==> config.mk <==
export PLATFORM = sky130hd
export DESIGN_NAME = interrupt_source_control
export DESIGN_NICKNAME = d
export VERILOG_FILES = /design/src/rtl/interrupt_source_control.v
export VERILOG_INCLUDE_DIRS = /design/src /design/src/rtl
export SDC_FILE = /design/constraint.sdc
export NUM_CORES = 1
export LEC_CHECK = 0
export ABC_AREA = 1
export BUFFER_PORTS_ARGS = -buffer_cell sky130_fd_sc_hd__buf_2
export CAP_MARGIN = 20
export CORE_MARGIN = 5
export CORE_UTILIZATION = 49
export DETAILED_ROUTE_END_ITERATION = 8
export PLACE_DENSITY_LB_ADDON = 0.05
export SLEW_MARGIN = 20
export SYNTH_ARGS = -nofsm -noshare
export SYNTH_HDL_FRONTEND = slang
export SYNTH_SLANG_ARGS = --single-unit
export TNS_END_PERCENT = 30
==> constraint.sdc <==
create_clock -name i_core_clk -period 5.92 [get_ports i_core_clk]
set_clock_uncertainty 0.05 [all_clocks]
set_input_delay 0.296 -clock i_core_clk [delete_from_list [all_inputs] [get_ports i_core_clk]]
set_output_delay 0.296 -clock i_core_clk [all_outputs]
set_load 0.005 [all_outputs]
==> src/rtl/interrupt_source_control_map.vh <==
// Register offsets, field positions, reset values and type codes of the source control block
`ifndef INTERRUPT_SOURCE_CONTROL_MAP_VH
`define INTERRUPT_SOURCE_CONTROL_MAP_VH

// =============================================================
// Register offsets
`define ISC_OFF_LINE0_CTL   8'h38
`define ISC_OFF_LINE1_CTL   8'h3a
`define ISC_OFF_LINE2_CTL   8'h3c
`define ISC_OFF_LINE3_CTL   8'h3e
`define ISC_OFF_LINE4_CTL   8'h40
`define ISC_OFF_SOURCE_CTL  8'h44
`define ISC_OFF_MASK_MIRROR 8'h28
`define ISC_OFF_REQ_STATUS  8'h2e

// =============================================================
// Control field positions
`define ISC_PRIO_MSB        2
`define ISC_PRIO_LSB        0
`define ISC_BLOCK_BIT       3
`define ISC_LEVEL_BIT       4
`define ISC_CASCADE_BIT     5
`define ISC_NESTED_BIT      6

// Writable bits per register class
`define ISC_WMASK_LINE01    7'h7f
`define ISC_WMASK_LINE234   7'h1f
`define ISC_WMASK_INTERNAL  7'h0f

// =============================================================
// Reset values
`define ISC_RST_LINE        7'h0f
`define ISC_RST_WATCHDOG    7'h0f
`define ISC_RST_SERIAL      16'h001f
`define ISC_SERIAL_FIXED    16'h0010

// =============================================================
// Request status and mask mirror bit positions
`define ISC_POS_LINE0       4
`define ISC_POS_WATCHDOG    9
`define ISC_POS_SERIAL      10

// =============================================================
// Interrupt type codes
`define ISC_TYPE_LINE0      8'h0c
`define ISC_TYPE_LINE1      8'h0d
`define ISC_TYPE_LINE2      8'h0e
`define ISC_TYPE_LINE3      8'h0f
`define ISC_TYPE_LINE4      8'h10
`define ISC_TYPE_SERIAL     8'h14
`define ISC_TYPE_WATCHDOG   8'h11

`endif
==> src/rtl/interrupt_source_control.v <==
// Per-source mask and priority control, trigger control for the five request lines, with pending logic and cascade acknowledge pins
//
// Design decision made here: the address-and-strobe port.
`include "interrupt_source_control_map.vh"

module interrupt_source_control
(
    // Clock and reset
    input  wire        i_core_clk,
    input  wire        i_rst_n,
    // Register port
    input  wire [7:0]  i_addr,
    input  wire [15:0] i_wdata,
    input  wire        i_wr,
    input  wire        i_rd,
    input  wire        i_watchdog_view,
    output wire [15:0] o_rdata,
    // Request lines from pins
    input  wire [4:0]  i_ext_request_line,
    // Internal sources
    input  wire        i_serial_req,
    input  wire        i_watchdog_req,
    // Service acknowledge from controller, bit per source
    input  wire [6:0]  i_service_ack,
    // Cascade acknowledge pins
    output wire        o_ack_output_first_n,
    output wire        o_ack_output_first_oe,
    output wire        o_ack_output_second_n,
    output wire        o_ack_output_second_oe,
    // Controller view
    output wire [15:0] o_request_status,
    output wire [15:0] o_mask_mirror,
    output wire        o_pend_valid,
    output wire [7:0]  o_pend_type,
    output wire [2:0]  o_pend_prio,
    output wire [1:0]  o_special_nested_enable,
    output wire [1:0]  o_cascade_enable
);

    localparam NSRC       = 7;
    localparam SRC_SERIAL = 5;
    localparam SRC_WDOG   = 6;

    // =============================================================
    // Status bit positions and serial storage
    localparam [3:0]  POS_LINE0    = `ISC_POS_LINE0;
    localparam [3:0]  POS_SERIAL   = `ISC_POS_SERIAL;
    localparam [3:0]  POS_WATCHDOG = `ISC_POS_WATCHDOG;
    // Fixed bit 4 is not stored, the read path adds it
    localparam [15:0] SERIAL_STORE = `ISC_RST_SERIAL & ~`ISC_SERIAL_FIXED;

    // =============================================================
    // State
    reg  [6:0]  ctl_reg [0:NSRC-1];
    reg  [4:0]  sync1_reg;
    reg  [4:0]  sync2_reg;
    reg  [4:0]  prev_reg;
    reg  [4:0]  edge_pend_reg;
    reg  [15:0] rdata_reg;
    reg  [15:0] req_status_reg;
    reg  [15:0] mask_mirror_reg;
    reg         pend_valid_reg;
    reg  [7:0]  pend_type_reg;
    reg  [2:0]  pend_prio_reg;
    reg  [1:0]  ack_out_reg;

    reg  [15:0] rdata_next;
    reg  [15:0] req_status_next;
    reg  [15:0] mask_mirror_next;
    reg         pend_valid_next;
    reg  [7:0]  pend_type_next;
    reg  [2:0]  pend_prio_next;
    reg         sel_hit;
    reg  [2:0]  sel_idx;
    reg  [6:0]  sel_wmask;
    reg  [6:0]  src_req;
    reg  [6:0]  src_live;
    reg  [4:0]  edge_pend_next;

    wire [1:0]  cascade_on;
    wire [1:0]  nested_on;

    integer     k_rst;
    integer     k_edge;
    integer     k_req;
    integer     k_sts;

    function [7:0] src_type;
        input [2:0] idx;
        begin
            case (idx)
                3'h0:    src_type = `ISC_TYPE_LINE0;
                3'h1:    src_type = `ISC_TYPE_LINE1;
                3'h2:    src_type = `ISC_TYPE_LINE2;
                3'h3:    src_type = `ISC_TYPE_LINE3;
                3'h4:    src_type = `ISC_TYPE_LINE4;
                3'h5:    src_type = `ISC_TYPE_SERIAL;
                default: src_type = `ISC_TYPE_WATCHDOG;
            endcase
        end
    endfunction

    function [3:0] status_pos;
        input [2:0] idx;
        begin
            if (idx == 3'd5)
                status_pos = POS_SERIAL;
            else if (idx == 3'd6)
                status_pos = POS_WATCHDOG;
            else
                status_pos = POS_LINE0 + {1'b0, idx};
        end
    endfunction

    // =============================================================
    // Option bits of lines 0 and 1
    // cascade enable
    assign cascade_on = {ctl_reg[1][`ISC_CASCADE_BIT], ctl_reg[0][`ISC_CASCADE_BIT]};
    assign nested_on  = {ctl_reg[1][`ISC_NESTED_BIT], ctl_reg[0][`ISC_NESTED_BIT]};

    // =============================================================
    // Address decode
    always @*
    begin
        sel_hit   = 1'b1;
        sel_idx   = 3'd0;
        sel_wmask = `ISC_WMASK_LINE01;
        if (i_addr == `ISC_OFF_LINE0_CTL)
        begin
            sel_idx = 3'd0;
        end
        else if (i_addr == `ISC_OFF_LINE1_CTL)
        begin
            sel_idx = 3'd1;
        end
        else if (i_addr == `ISC_OFF_LINE2_CTL)
        begin
            sel_idx   = 3'd2;
            sel_wmask = `ISC_WMASK_LINE234;
        end
        else if (i_addr == `ISC_OFF_LINE3_CTL)
        begin
            sel_idx   = 3'd3;
            sel_wmask = `ISC_WMASK_LINE234;
        end
        else if (i_addr == `ISC_OFF_LINE4_CTL)
        begin
            sel_idx   = 3'd4;
            sel_wmask = `ISC_WMASK_LINE234;
        end
        else if (i_addr == `ISC_OFF_SOURCE_CTL)
        begin
            // Shared offset, view input picks the watchdog copy
            sel_idx   = i_watchdog_view ? 3'd6 : 3'd5;
            sel_wmask = `ISC_WMASK_INTERNAL;
        end
        else
        begin
            sel_hit = 1'b0;
        end
    end

    // =============================================================
    // Control registers
    always @(posedge i_core_clk or negedge i_rst_n)
    begin
        if (!i_rst_n)
        begin
            for (k_rst = 0; k_rst < 5; k_rst = k_rst + 1)
            begin
                ctl_reg[k_rst] <= `ISC_RST_LINE;
            end
            ctl_reg[SRC_SERIAL] <= SERIAL_STORE[6:0];
            ctl_reg[SRC_WDOG]   <= `ISC_RST_WATCHDOG;
        end
        else if (i_wr && sel_hit)
        begin
            ctl_reg[sel_idx] <= (ctl_reg[sel_idx] & ~sel_wmask) | (i_wdata[6:0] & sel_wmask);
        end
        else if (i_wr && (i_addr == `ISC_OFF_MASK_MIRROR))
        begin
            // mirror write updates each block bit
            for (k_rst = 0; k_rst < NSRC; k_rst = k_rst + 1)
            begin
                ctl_reg[k_rst][`ISC_BLOCK_BIT] <= i_wdata[status_pos(k_rst[2:0])];
            end
        end
    end

    // =============================================================
    // Pin synchroniser and edge detect
    always @(posedge i_core_clk or negedge i_rst_n)
    begin
        if (!i_rst_n)
        begin
            sync1_reg <= 5'h00;
            sync2_reg <= 5'h00;
            prev_reg  <= 5'h00;
        end
        else
        begin
            sync1_reg <= i_ext_request_line;
            sync2_reg <= sync1_reg;
            prev_reg  <= sync2_reg;
        end
    end

    always @*
    begin
        for (k_edge = 0; k_edge < 5; k_edge = k_edge + 1)
        begin
            // Latches while blocked too, block bit gates dispatch only
            // set on rising edge wins over acknowledge
            if (sync2_reg[k_edge] && !prev_reg[k_edge])
                edge_pend_next[k_edge] = 1'b1;
            else if (i_service_ack[k_edge])
                edge_pend_next[k_edge] = 1'b0;
            else
                edge_pend_next[k_edge] = edge_pend_reg[k_edge];
        end
    end

    always @(posedge i_core_clk or negedge i_rst_n)
    begin
        if (!i_rst_n)
            edge_pend_reg <= 5'h00;
        else
            edge_pend_reg <= edge_pend_next;
    end

    // =============================================================
    // Request and live request per source
    always @*
    begin
        for (k_req = 0; k_req < 5; k_req = k_req + 1)
        begin
            // lines 2, 3 and 4 level or edge
            // lines 0 and 1 level or edge
            if (ctl_reg[k_req][`ISC_LEVEL_BIT])
                src_req[k_req] = sync2_reg[k_req];
            else
                src_req[k_req] = edge_pend_reg[k_req];
        end
        // pins used as acknowledge outputs request nothing
        if (cascade_on[0])
            src_req[2] = 1'b0;
        if (cascade_on[1])
            src_req[3] = 1'b0;
        // Internal sources are same-clock levels
        src_req[SRC_SERIAL] = i_serial_req;
        src_req[SRC_WDOG]   = i_watchdog_req;
        for (k_req = 0; k_req < NSRC; k_req = k_req + 1)
        begin
            src_live[k_req] = src_req[k_req] & ~ctl_reg[k_req][`ISC_BLOCK_BIT];
        end
    end

    // =============================================================
    // Status, mirror and highest pending source
    always @*
    begin
        req_status_next  = 16'h0000;
        mask_mirror_next = 16'h0000;
        pend_valid_next  = 1'b0;
        pend_type_next   = 8'h00;
        pend_prio_next   = 3'h7;
        for (k_sts = 0; k_sts < NSRC; k_sts = k_sts + 1)
        begin
            // serial at bit 10, others alongside
            req_status_next[status_pos(k_sts[2:0])]  = src_req[k_sts];
            // mirror built from the same bits
            mask_mirror_next[status_pos(k_sts[2:0])] = ctl_reg[k_sts][`ISC_BLOCK_BIT];
            // lower code wins, ties to lower index
            if (src_live[k_sts] && (!pend_valid_next || ctl_reg[k_sts][2:0] < pend_prio_next))
            begin
                pend_valid_next = 1'b1;
                pend_prio_next  = ctl_reg[k_sts][2:0];
                pend_type_next  = src_type(k_sts[2:0]);
            end
        end
    end

    // =============================================================
    // Read path
    always @*
    begin
        // Unmapped offsets read zero
        rdata_next = 16'h0000;
        if (i_rd)
        begin
            if (sel_hit && sel_idx == SRC_SERIAL)
                rdata_next = {9'h000, ctl_reg[SRC_SERIAL]} | `ISC_SERIAL_FIXED;
            else if (sel_hit)
                rdata_next = {9'h000, ctl_reg[sel_idx]};
            else if (i_addr == `ISC_OFF_MASK_MIRROR)
                rdata_next = mask_mirror_next;
            else if (i_addr == `ISC_OFF_REQ_STATUS)
                rdata_next = req_status_next;
        end
    end

    // =============================================================
    // Output registers
    always @(posedge i_core_clk or negedge i_rst_n)
    begin
        if (!i_rst_n)
        begin
            rdata_reg       <= 16'h0000;
            req_status_reg  <= 16'h0000;
            mask_mirror_reg <= 16'h0000;
            pend_valid_reg  <= 1'b0;
            pend_type_reg   <= 8'h00;
            pend_prio_reg   <= 3'h7;
            ack_out_reg     <= 2'h0;
        end
        else
        begin
            rdata_reg       <= rdata_next;
            req_status_reg  <= req_status_next;
            mask_mirror_reg <= mask_mirror_next;
            pend_valid_reg  <= pend_valid_next;
            pend_type_reg   <= pend_type_next;
            pend_prio_reg   <= pend_prio_next;
            // cascade acknowledge follows service of line 0/1
            ack_out_reg     <= cascade_on & i_service_ack[1:0];
        end
    end

    assign o_rdata                 = rdata_reg;
    assign o_request_status        = req_status_reg;
    assign o_mask_mirror           = mask_mirror_reg;
    assign o_pend_valid            = pend_valid_reg;
    assign o_pend_type             = pend_type_reg;
    assign o_pend_prio             = pend_prio_reg;
    assign o_special_nested_enable = nested_on;
    assign o_cascade_enable        = cascade_on;
    assign o_ack_output_first_n    = ~ack_out_reg[0];
    assign o_ack_output_first_oe   = cascade_on[0];
    assign o_ack_output_second_n   = ~ack_out_reg[1];
    assign o_ack_output_second_oe  = cascade_on[1];

endmodule // interrupt_source_control

Yosys cells after proc, flatten, opt, wreduce, memory -nomap -nowiden
Cells that the tools add are included.
{"block": "word_totals", "output_inout_bits": 68, "wordCells": 223, "regBits": 113, "input_bits": 43}
{"block": "op_classes", "eq_ne": 9, "mux": 110, "n_reduce_logical": 38, "bitwise": 22, "order_cmp": 15}
{"operator": "two-way mux 7 bit", "count": 9}
{"operator": "two-way mux 4 bit", "count": 15}
{"operator": "two-way mux 11 bit", "count": 5}
{"operator": "two-way mux 1 bit", "count": 51}
{"operator": "bitwise mux 49 bit", "count": 1}
{"operator": "equality test 8 x 6 -> 1 bit (second input constant)", "count": 6}
{"operator": "two-way mux 8 bit", "count": 6}
{"operator": "two-way mux 3 bit", "count": 13}
{"operator": "< comparator 4 x 5 -> 1 bit (second input constant)", "count": 7}
{"operator": "binary-select mux 1 bit (select 4 bit)", "count": 7}
{"operator": "binary-select mux 7 bit (select 3 bit)", "count": 1}
{"operator": "demux 7 bit (select 3 bit)", "count": 1}
{"operator": "< comparator 3 bit", "count": 6}
{"operator": "equality test 8 x 7 -> 1 bit (second input constant)", "count": 2}
{"operator": "logical AND 1 bit", "count": 15}
{"operator": "bitwise AND 7 bit", "count": 2}
{"operator": "nonzero test 2 bit", "count": 6}
{"operator": "logical NOT 1 bit", "count": 11}
{"operator": "NOT 1 bit", "count": 9}
{"operator": "bitwise AND 1 bit", "count": 7}
{"operator": "NOT 7 bit", "count": 1}
{"operator": "bitwise OR 7 bit", "count": 1}
{"operator": "logical OR 1 bit", "count": 6}
{"operator": ">= comparator 4 bit (second input constant)", "count": 1}
{"operator": "5 further kinds", "count": 5}

Longest topological paths before layout
Gate-level depths: netlist (run 1).
{"block": "logic_depth", "ltp_word": 27, "depth_mapped": 59}

Worst setup path after synthesis (run 1)
Ideal clock, no wire load.
{"block": "synth_path", "path_kind": "flip-flop to flip-flop", "startpoint": "register ctl_reg[45] (netlist bit)", "endpoint": "register pend_prio_reg[0], in the netlist o_pend_prio[0]", "period_less_slack_ns": 5.773, "required_ns": 5.794, "setup_ns": 0.076, "path_slack_ns": 0.147, "stages_incl_launch_ff": 47, "arrival_time_ns": 5.648, "path_cell_list": "dfstp_2 > inv_1 > nand2_1 > nor2_1 > ha_1 > inv_1 > a21oi_1 > nand2_1 > nand2_1 > nand2_2 > nand2_4 > o21ai_0 > ha_1 > nand2_1 > clkinv_1 > nand2_1 > nand2_1 > nand2_2 > [11 not listed] > a21oi_1 > nand2_1 > nand2_2 > nand2_4 > o21ai_0 > ha_1 > a21oi_1 > nand2_1 > nand2_2 > nand2_4 > o21ai_0 > ha_1 > a21oi_1 > nand2_2 > nand2_4 > nand2_4 > nand2_1 > nand2_1"}
{"block": "synth_between", "elab_chain_cells": 27, "elab_cells_between_ends": 39}
{"item": "start, declared", "line_no": "interrupt_source_control.v:54", "source": "reg [6:0] ctl_reg [0:NSRC-1];"}
{"item": "start signal, assigned by index", "line_no": "interrupt_source_control.v:171", "source": "ctl_reg[k_rst] <= `ISC_RST_LINE;"}
{"item": "start signal, assigned by index", "line_no": "interrupt_source_control.v:173", "source": "ctl_reg[SRC_SERIAL] <= SERIAL_STORE[6:0];"}
{"item": "start signal, assigned by index", "line_no": "interrupt_source_control.v:174", "source": "ctl_reg[SRC_WDOG] <= `ISC_RST_WATCHDOG;"}
{"item": "NOT 1 bit (*)", "line_no": "interrupt_source_control.v:254", "source": "src_live[k_req] = src_req[k_req] & ~ctl_reg[k_req][`ISC_BLOCK_BIT];"}
{"item": "bitwise AND 1 bit (*)", "line_no": "interrupt_source_control.v:254"}
{"item": "two-way mux 3 bit / two-way mux 1 bit (equally long branches)", "line_no": "interrupt_source_control.v:274", "source": "if (src_live[k_sts] && (!pend_valid_next || ctl_reg[k_sts][2:0] < pend_prio_next))"}
{"item": "< comparator 3 bit / logical NOT 1 bit (equally long branches)", "line_no": "interrupt_source_control.v:274"}
{"item": "logical OR 1 bit", "line_no": "interrupt_source_control.v:274"}
{"item": "logical AND 1 bit", "line_no": "interrupt_source_control.v:274"}
{"item": "two-way mux 3 bit / two-way mux 1 bit (equally long branches)", "line_no": "interrupt_source_control.v:274"}
{"item": "< comparator 3 bit / logical NOT 1 bit (equally long branches)", "line_no": "interrupt_source_control.v:274"}
{"item": "[12 not listed]"}
{"item": "logical OR 1 bit", "line_no": "interrupt_source_control.v:274"}
{"item": "logical AND 1 bit", "line_no": "interrupt_source_control.v:274"}
{"item": "two-way mux 3 bit / two-way mux 1 bit (equally long branches)", "line_no": "interrupt_source_control.v:274"}
{"item": "< comparator 3 bit / logical NOT 1 bit (equally long branches)", "line_no": "interrupt_source_control.v:274"}
{"item": "logical OR 1 bit", "line_no": "interrupt_source_control.v:274"}
{"item": "logical AND 1 bit", "line_no": "interrupt_source_control.v:274"}
{"item": "two-way mux 3 bit (*)", "line_no": "interrupt_source_control.v:274"}
{"item": "net pend_prio_next[0]", "line_no": "interrupt_source_control.v:72", "source": "reg [2:0] pend_prio_next;"}
{"item": "end signal, assigned", "line_no": "interrupt_source_control.v:323", "source": "pend_prio_reg <= pend_prio_next;"}
{"item": "end, declared", "line_no": "interrupt_source_control.v:64", "source": "reg [2:0] pend_prio_reg;"}
The timed path passes the listed nets; every way through them passes the cells marked *.
A chain may end at the register's enable or synchronous reset.

Final worst setup path (run 1)
{"block": "layout_path", "startpoint": "register ctl_reg[46] (netlist bit)", "endpoint": "register pend_prio_reg[2], in the netlist o_pend_prio[2]"}
{"block": "layout_between", "elab_chain_cells": 27, "elab_cells_between_ends": 39}
{"item": "two-way mux 1 bit (*)", "line_no": "interrupt_source_control.v:239", "source": "if (ctl_reg[k_req][`ISC_LEVEL_BIT])"}
{"item": "net req_status_next[4]", "line_no": "interrupt_source_control.v:68", "source": "reg [15:0] req_status_next;"}
{"item": "bitwise AND 1 bit (*)", "line_no": "interrupt_source_control.v:254"}
{"item": "two-way mux 3 bit / two-way mux 1 bit (equally long branches)", "line_no": "interrupt_source_control.v:274"}
{"item": "< comparator 3 bit / logical NOT 1 bit (equally long branches)", "line_no": "interrupt_source_control.v:274"}
{"item": "logical OR 1 bit", "line_no": "interrupt_source_control.v:274"}
{"item": "logical AND 1 bit", "line_no": "interrupt_source_control.v:274"}
{"item": "two-way mux 3 bit / two-way mux 1 bit (equally long branches)", "line_no": "interrupt_source_control.v:274"}
{"item": "[13 not listed]"}
{"item": "logical OR 1 bit", "line_no": "interrupt_source_control.v:274"}
{"item": "logical AND 1 bit", "line_no": "interrupt_source_control.v:274"}
{"item": "two-way mux 3 bit / two-way mux 1 bit (equally long branches)", "line_no": "interrupt_source_control.v:274"}
{"item": "< comparator 3 bit / logical NOT 1 bit (equally long branches)", "line_no": "interrupt_source_control.v:274"}
{"item": "logical OR 1 bit", "line_no": "interrupt_source_control.v:274"}
{"item": "logical AND 1 bit", "line_no": "interrupt_source_control.v:274"}
{"item": "two-way mux 3 bit (*)", "line_no": "interrupt_source_control.v:274"}
{"item": "net pend_prio_next[2]", "line_no": "interrupt_source_control.v:72"}
Marked as above.

==> results of run 1 <==
[power by group]
group / internal [W] / switching (W) / total [W]
registers: 0.000776 / 0.0000257 / 0.000801
logic: 0.000152 / 0.000199 / 0.000351
clock network: 0.000178 / 0.000246 / 0.000425
[logic make-up after synthesis]
family | share of synthesized area [%]
AND/OR/NAND/NOR | 23.30
AO/OA/AOI/OAI | 11.14
flip-flops | 51.50
other | 0.07243
adder cells (fa/ha/maj) | 2.175
buffers and inverters | 11.82
[routing by layer]
layer | global-route usage [%] | wire length, µm | part of all wire (%) | vias up
li1 | - | - | - | 2139
met1 | 27.35 | 5782 | 45 | 2001
met2 | 32.82 | 6200 | 48 | 136
met3 | 5.027 | 819 | 6.3 | 14
met4 | 5.609 | 165 | 1.3 | 0
met5 | 0 | 0 | 0 | -
[through the flow]
step                      setup TNS [ns]  setup WS [ns]  total power, W  cells
after CTS                              0        0.02394        0.001556    855
after floorplan                        0         0.1467       0.0009946    640
after global placement           -0.3147       -0.06793        0.001121    833
after detailed placement          -1.974        -0.2730        0.001128    833
final                                  0         0.1928        0.001577    861
after global routing              -1.670        -0.2527        0.001667    861
[synthesized netlist by cell type (2+ instances only)]
library cell    n
nand4_1         2
clkbuf_1       21
nor4_1          4
nor3b_1         2
nor2_1         38
o21ai_0        53
a211oi_1        3
nand2_2        12
nand2_1       135
ha_1            9
dfstp_2        31
buf_4          30
inv_1          78
nand3_2         2
o22ai_1         5
clkinv_1        2
nor3_1         10
nand3_1        47
o211ai_1       10
dfrtp_1        74
or2_2           4
inv_2           2
a21oi_1        20
nand2_4         7
[layout make-up]
type / instances / share of cell area (%)
clock buffers: 11 / 2.449
multi-input cells: 402 / 34.28
clock inverters: 5 / 0.6274
inverters: 82 / 4.979
well taps: 136 / 2.752
flip-flops and latches: 105 / 43.13
repair buffers: 120 / 11.78
[path summary, 6_finish.rpt]
kind | startpoint | end | depth (start not counted)
max | ctl_reg[46] | o_pend_prio[2] | 52
max reg2reg | ctl_reg[46] | o_pend_prio[2] | 52
max in group asynchronous | i_rst_n | o_special_nested_enable[1] | 3
min reg2reg | sync1_reg[2] | sync2_reg[2] | 0
min in group asynchronous | i_rst_n | sync1_reg[3] | 2
min | i_serial_req | o_request_status[10] | 1
[timing repair]
item                                    4_1_cts  5_1_grt
setup buffers                                 0        6
resized for setup                             6       33
endpoints found under the hold margin        36        1
gates cloned                                  0        0
pin swaps                                     0       32
hold buffers                                  6        1
endpoints found under the setup margin        8        8
==> results.md, run 1 <==
* Post-DP HPWL at 9629 µm
* Largest net degree at the start of global routing at 73
* Area Growth Syn to Fin at 19.41%
* CTS tree: done
* Critical path fanouts, max at 7
* Reg2reg setup slack at 0.19 ns
* Final min period at 5.727 ns
* Mapped Area at 0.005177 mm²
* Crit path capture type: flip-flop
* Gpl congestion at 0.8456
* Row cnt at 37
* Die width at 112.8 µm
* Layout Nets at 772
* GR Overflow Total at 0
* VDD IR max at 209.1 µV
* Count of final max-slew check failures at 0
* Slowest CP cell: dfrtp_1
* Tightest Pin Transition at 0.9000 ns
* Proportion of layout cells with a drive suffix above 1 at 29.66%
* WP data required at 6.18 ns
* Most frequent cells in the layout: 127 x nand2_1, 76 x inv_1, 76 x buf_2
* Syn_area_per_cell at 8.419 µm²
* Min Hold Slack at 0.01763 ns
* H-tree Lvls at 3
* CTS clk-pin slew, worst paths at 0.10 ns
* Clk Latency, worst-skew pair at 0.37 ns
* Area taken by multi-input logic gates at 0.002120 mm²
* Slew margin rel. at 40.00%
* Unique cell type count in the Yosys netlist at 38
* Status: finished, final reports clean
* Num CTS Buffers at 9
* Worst EP arrival at 5.99 ns
* Total track usage at 20.29%
* Core area at 0.01032 mm²
* Power Density at 255.1 mW/mm²
* Crit path max-delay family: simple AND/OR/NAND/NOR gates
* Die Span Y at 112.8 µm
* # setup viols final at 0
* DRC viols at 0
* Yosys top cell by area: dfrtp_1
* Worst path buffer plus inverter count at 4
* Share of the synthesized area in the top cell type at 35.77%
* 1st-iter DRT viols at 280
* Antenna Violating Nets Remaining at 0
* Starting Density at 50.15%
* Post-synthesis sequential area ratio at 51.50%
* Top FF cell, synth: dfrtp_1
* Async set or reset register ratio after synthesis at 100.0%
* Seq. cell area at 0.002666 mm²
* Hold Fails Final Rpt at 0
* Global-route wire length before repair at 20,650 µm
* Most common cell after layout, fill and taps aside: nand2_1
* Vias in the first global route at 4,074
* Final period util at 96.74%
* Via/cell ratio at 4.983
* Antenna Cells at 0
* Routed len/inst at 15.06 µm
* Post-synth EDFFs at 0
* Fmax at 174.6 MHz
* Critical path class: reg2reg
* DIE AREA at 0.01272 mm²
* Max_cap viols at 0
* Post-layout util at 59.88%
* Main area contributors after synthesis: dfrtp_1 36%, dfstp_2 16%, nand2_1 9.8%
* Hold Path Class: in2reg
* Unrepaired setup endpoints after global routing: yes
* Design area at 0.006182 mm²
* TritonCTS Sinks at 105
* Number of port buffers at 77
* I/O Pins at 111
* Max incr delay on CP at 0.42 ns
* Initial antenna violation count at 0
* # fillers at 938
* TritonRoute pass-1 iters at 4
* Routed via count at 4,290
* Max reg flops at 45
* CTS root buf: clkbuf_8
* Yosys warnings at 0
* DP Area at 0.005763 mm²
* Post-Syn Instances at 615
* Max Root-Sink Buffers at 2
* Lkg Pwr at 3.144 nW
* Synthesis-stage register bit count at 105
* Top cell by count, worst path: nand2_2
* CP Launch Type: flip-flop
* Final wirelength at 12,970 µm
No activity file was read; power rests on OpenSTA's default activity.
==> inputs of run 2 (changes only) <==
Settings changed: CORE_UTILIZATION 49 to 59.
Clock period 5.92 ns to 7.3 ns, I/O delays scaled along.
==> results.md, run 2 (synthesis results as in run 1) <==
* Power Density at 213.0 mW/mm²
* Dpl cells at 778
* Busiest grt layer: met2
* Unrepaired setup endpoints after global routing: no
* Most common cell after layout, fill and taps aside: nand2_1
* Net switching power at 0.0003771 W
* Status: finished, final reports clean
* Final min period at 6.549 ns
* Count of final max-slew check failures at 0
* Worst EP arrival at 6.81 ns
* Total negative slack at 0 ns
* Antenna Cells at 0
* Hold Fails Final Rpt at 0
* Routed via count at 4,123
* Num CTS Buffers at 9
* M3 GR Usage at 3.856%
* Core area at 0.008636 mm²
* CP Launch Type: flip-flop
* Seq. cell area at 0.002666 mm²
* I/O Pins at 111
* Grt met2 use at 35.93%
* Worst hold path depth at 1
* DRC viols at 0
* Slew margin rel. at 43.55%
* Global-route wire length before repair at 19,940 µm
* Row cnt at 34
* Number of port buffers at 77
* Proportion of layout cells with a drive suffix above 1 at 22.85%
* H-tree Lvls at 3
* TritonCTS Sinks at 105
* Starting Density at 59.95%
* Crit path capture type: flip-flop
* Clk Latency, worst-skew pair at 0.38 ns
* Die width at 103.7 µm
* Critical path class: reg2reg
* Area taken by multi-input logic gates at 0.001998 mm²
* # setup viols final at 0
* Comb pwr share at 17.6%
* VDD IR max at 119.1 µV
* Grt met1 use at 30.70%
* Critical path fanouts, max at 9
* Fmax at 152.7 MHz
* CTS clk-pin slew, worst paths at 0.11 ns
* Sequential power share at 53.4%
* CTS tree: done
* Max_cap viols at 0
* Post-DP HPWL at 9089 µm
* Die Span Y at 103.7 µm
* TritonRoute pass-1 iters at 4
* Layout Nets at 734
* Max Root-Sink Buffers at 2
* Dpl ws at 0.7190 ns
* DIE AREA at 0.01075 mm²
* Initial antenna violation count at 0
* Final wirelength at 11,810 µm
* Top cell by count, worst path: nand2_1
* Slowest CP cell: dfrtp_1
* 1st-iter DRT viols at 210
* Max incr delay on CP at 0.46 ns
* FF-to-FF path depth at 50
* Routed len/inst at 14.86 µm
* Lkg Pwr at 2.942 nW
* Via/cell ratio at 5.186
* Max reg flops at 45
* Tightest Pin Transition at 0.8403 ns
* GR Overflow Total at 0
* Vias in the first global route at 4,113
* # fillers at 717
* Pwr Total at 0.001223 W
* Setup slack after layout at 0.7513 ns
* Gpl congestion at 0.8778
* Hold Path Class: in2reg
* WP data required at 7.57 ns
* Post-layout util at 66.46%
* Internal Power at 0.0008454 W
* Antenna Violating Nets Remaining at 0
* CTS root buf: clkbuf_8
* Fraction of power spent switching nets at 30.85%
* Total track usage at 22.40%
* Buffer count from post-CTS setup fixing at 0
* Largest net degree at the start of global routing at 54
* Non-Filler Instances at 795
* Area Growth Syn to Fin at 10.85%
* Final period util at 89.71%
* Most frequent cells in the layout: 135 x nand2_1, 78 x inv_1, 76 x buf_2
* Clock power frac at 29.0%
[run 2: changes by cell type in the layout (fill, tap and decap cells not counted), moves of 3 or more]
cell           delta
buf_4            -32
nand2_1           +8
o21ai_2           -8
dlygate4sd3_1     -6
o21ai_0           +6
nand2_2           -5
inv_2             -3
nand2_4           -3
o21ai_1           +3
[run 2: final timing paths]
kind                                        from        endpoint  slack, ns
setup / recovery                     ctl_reg[46]  o_pend_prio[2]       0.75
hold / removal             i_ext_request_line[2]    sync1_reg[2]       0.03
setup reg to reg                     ctl_reg[46]  o_pend_prio[2]       0.75
hold reg to reg                     sync1_reg[3]    sync2_reg[3]       0.31
max in group asynchronous                i_rst_n     ctl_reg[28]       5.64
min in group asynchronous                i_rst_n    sync2_reg[4]       0.49
[run 2: stage by stage]
| stage | hold WS (ns) | instance area (µm²) |
|---|---|---|
| floorplan | 0.01941 | 5271 |
| global placement | 0.2860 | 5525 |
| detailed placement | 0.2847 | 5525 |
| CTS | 0.01422 | 5739 |
| global route | 0.01004 | 5739 |
| finish | 0.03377 | 5739 |
[run 2: repair_timing]
item	in CTS	in global routing
hold endpoints to repair	45	0
hold buffers	1	0
endpoints found under the setup margin	0	8
gates resized for setup	0	2
[run 2: power groups by stage]
stage / combinational, W / clock (W) / sequential [W]
after detailed placement: 0.000215 / 0 / 0.000662
final: 0.000215 / 0.000355 / 0.000652
after floorplan: 0.000147 / 0 / 0.000659
after CTS: 0.000216 / 0.000365 / 0.000652
after global routing: 0.000246 / 0.000389 / 0.000658
after global placement: 0.000209 / 0 / 0.000662
[run 2: worst max-delay path, delay by kind of cell (launching register included)]
kind | cells | cell delay [ns]
AND/OR/NAND/NOR | 31 | 2.48
adder cells (fa/ha/maj) | 6 | 1.67
AO/OA/AOI/OAI | 8 | 1.57
flip-flops | 1 | 0.46
buffers and inverters | 5 | 0.24
[run 2: layer usage]
layer | vias up | wire [µm]
met4 | 0 | 235
met5 | - | 0
met3 | 21 | 700
met2 | 123 | 5575
met1 | 1920 | 5299
li1 | 2059 | -
[run 2: cell type report]
| type | count | share of cell area [%] |
|---|---|---|
| Sequential cell | 105 | 46.46 |
| Clock buffer | 9 | 2.158 |
| Tap cell | 108 | 2.354 |
| Timing Repair Buffer | 82 | 7.456 |
| Clock inverter | 7 | 1.395 |
| Inverter | 82 | 5.363 |
| Multi-Input combinational cell | 402 | 34.82 |
==> inputs of run 3 (changes only) <==
Settings changed: GPL_ROUTABILITY_DRIVEN set to 0, PLACE_DENSITY set to 0.89, PLACE_DENSITY_LB_ADDON 0.05 to not set.
==> results.md, run 3 (synthesis results as in run 1) <==
* CTS root buf: clkbuf_8
* Via/cell ratio at 5.445
* DIE AREA at 0.01075 mm²
* Unrepaired setup endpoints after global routing: no
* Worst EP arrival at 6.75 ns
* Fmax at 154.2 MHz
* Hold Fails Final Rpt at 0
* # setup viols final at 0
* WP data required at 7.57 ns
* Routed via count at 4,323
* RR Endpoint: o_pend_prio[2]
* Crit path max-delay family: simple AND/OR/NAND/NOR gates
* Count of final max-slew check failures at 0
* I/O Pins at 111
* Vias in the first global route at 4,297
* Power Density at 214.2 mW/mm²
* Reg2reg setup slack at 0.82 ns
* Largest net degree at the start of global routing at 65
* Die Span Y at 103.7 µm
* Non-Filler Instances at 794
* Antenna Cells at 0
* H-tree Lvls at 3
* TritonRoute pass-1 iters at 7
* Critical path class: reg2reg
* Post-DP HPWL at 9274 µm
* Top cell by count, worst path: nand2_1
* Num CTS Buffers at 9
* CP Launch Type: flip-flop
* CTS tree: done
* Hold Path Class: in2reg
* Worst hold path depth at 1
* Critical path fanouts, max at 9
* Max Root-Sink Buffers at 2
* Final min period at 6.484 ns
* Clk Latency, worst-skew pair at 0.38 ns
* Layout Nets at 733
* GR Overflow Total at 0
* Slew margin rel. at 39.45%
* Max reg flops at 45
* CTS clk-pin slew, worst paths at 0.11 ns
* Crit path capture type: flip-flop
* Most frequent cells in the layout: 135 x nand2_1, 78 x inv_1, 76 x buf_2
* RR Startpoint: ctl_reg[46]
* Starting Density at 59.95%
* Area Growth Syn to Fin at 10.49%
* Worst path buffer plus inverter count at 6
* Antenna Violating Nets Remaining at 0
* FF-to-FF path depth at 52
* Core area at 0.008636 mm²
* Final wirelength at 12,210 µm
* Lkg Pwr at 2.936 nW
* Status: finished, final reports clean
* Dpl cells at 777
* Slowest CP cell: dfrtp_1
* Proportion of layout cells with a drive suffix above 1 at 22.59%
* Most common cell after layout, fill and taps aside: nand2_1
* Final period util at 88.83%
* Tightest Pin Transition at 0.9000 ns
* Global-route wire length before repair at 20,370 µm
* Row cnt at 34
* Hold path endpoint: sync1_reg[4]
* Routed len/inst at 15.38 µm
* Number of port buffers at 77
* HP Start: i_ext_request_line[4]
* Post-layout util at 66.24%
* VDD IR max at 133.2 µV
* Total negative slack at 0 ns
* Total track usage at 22.95%
* Max_cap viols at 0
* Max incr delay on CP at 0.45 ns
* TritonCTS Sinks at 105
* Initial antenna violation count at 0
* Die width at 103.7 µm
* DRC viols at 0
* 1st-iter DRT viols at 330
run 3: cell count changes in the layout (fill, tap and decap cells not counted), sizes merged:
cell,delta
clkinvlp,-1
clkbuf,+1
inv,+1
clkinv,-1
buf,-1
run 3: where the power goes:
| group | internal, W | switching (W) |
|---|---|---|
| Combinational | 0.0000791 | 0.000140 |
| Sequential | 0.000629 | 0.0000237 |
| Clock | 0.000136 | 0.000218 |
run 3: through the flow:
| step | cell area (µm²) | worst slack [ns] | total power [W] | hold WS (ns) |
|---|---|---|---|---|
| 2_1_floorplan | 5271 | 1.527 | 0.0008066 | 0.01941 |
| 3_3_place_gp | 5518 | 0.9240 | 0.0008663 | 0.2823 |
| 3_5_place_dp | 5518 | 0.6635 | 0.0008778 | 0.2870 |
| 4_1_cts | 5720 | 0.5829 | 0.001230 | 0.02054 |
| 5_1_grt | 5720 | 0.04535 | 0.001290 | 0.01739 |
| 6_report | 5720 | 0.8155 | 0.001225 | 0.02575 |
run 3: worst max path at each step:
stage / slack (ns) / cells past startpoint / endpoint / start
after floorplan: 1.53 / 46 / o_pend_prio[0] / ctl_reg[45]
after global placement: 0.92 / 46 / o_pend_prio[0] / ctl_reg[45]
after detailed placement: 0.66 / 50 / o_pend_prio[2] / ctl_reg[46]
after CTS: 0.58 / 50 / o_pend_prio[2] / ctl_reg[46]
after global routing: 0.05 / 52 / o_pend_prio[2] / ctl_reg[46]
final: 0.82 / 52 / o_pend_prio[2] / ctl_reg[46]
run 3: final cells by class:
cell class / count / area [µm²]
Clock buffer: 10 / 127.6
Clock inverter: 6 / 65.06
Fill cell: 694 / 2915
Multi-Input combinational cell: 402 / 1998
Inverter: 82 / 307.8
Sequential cell: 105 / 2666
Timing Repair Buffer: 81 / 420.4
Tap cell: 108 / 135.1
run 3: metal layers:
| metal | track usage [%] | vias to the layer above | wire [µm] |
|---|---|---|---|
| met4 | 9.436 | 0 | 267 |
| met3 | 5.473 | 29 | 1134 |
| met5 | 0 | - | 0 |
| met1 | 28.98 | 2009 | 4662 |
| met2 | 37.93 | 226 | 6146 |
| li1 | - | 2059 | - |
run 3: timing repair:
item	CTS	global route
gates resized for setup	0	4
endpoints found under the setup margin	0	8
endpoints found under the hold margin	38	0
buffers inserted	0	0
hold buffers	1	0
run 3: worst register-to-register path, delay by kind of cell, from the launching register on:
family | cells | cell delay [ns]
buffers and inverters | 6 | 0.29
adder cells (fa/ha/maj) | 6 | 1.64
flip-flops | 1 | 0.45
AND/OR/NAND/NOR | 33 | 2.60
AO/OA/AOI/OAI | 7 | 1.38
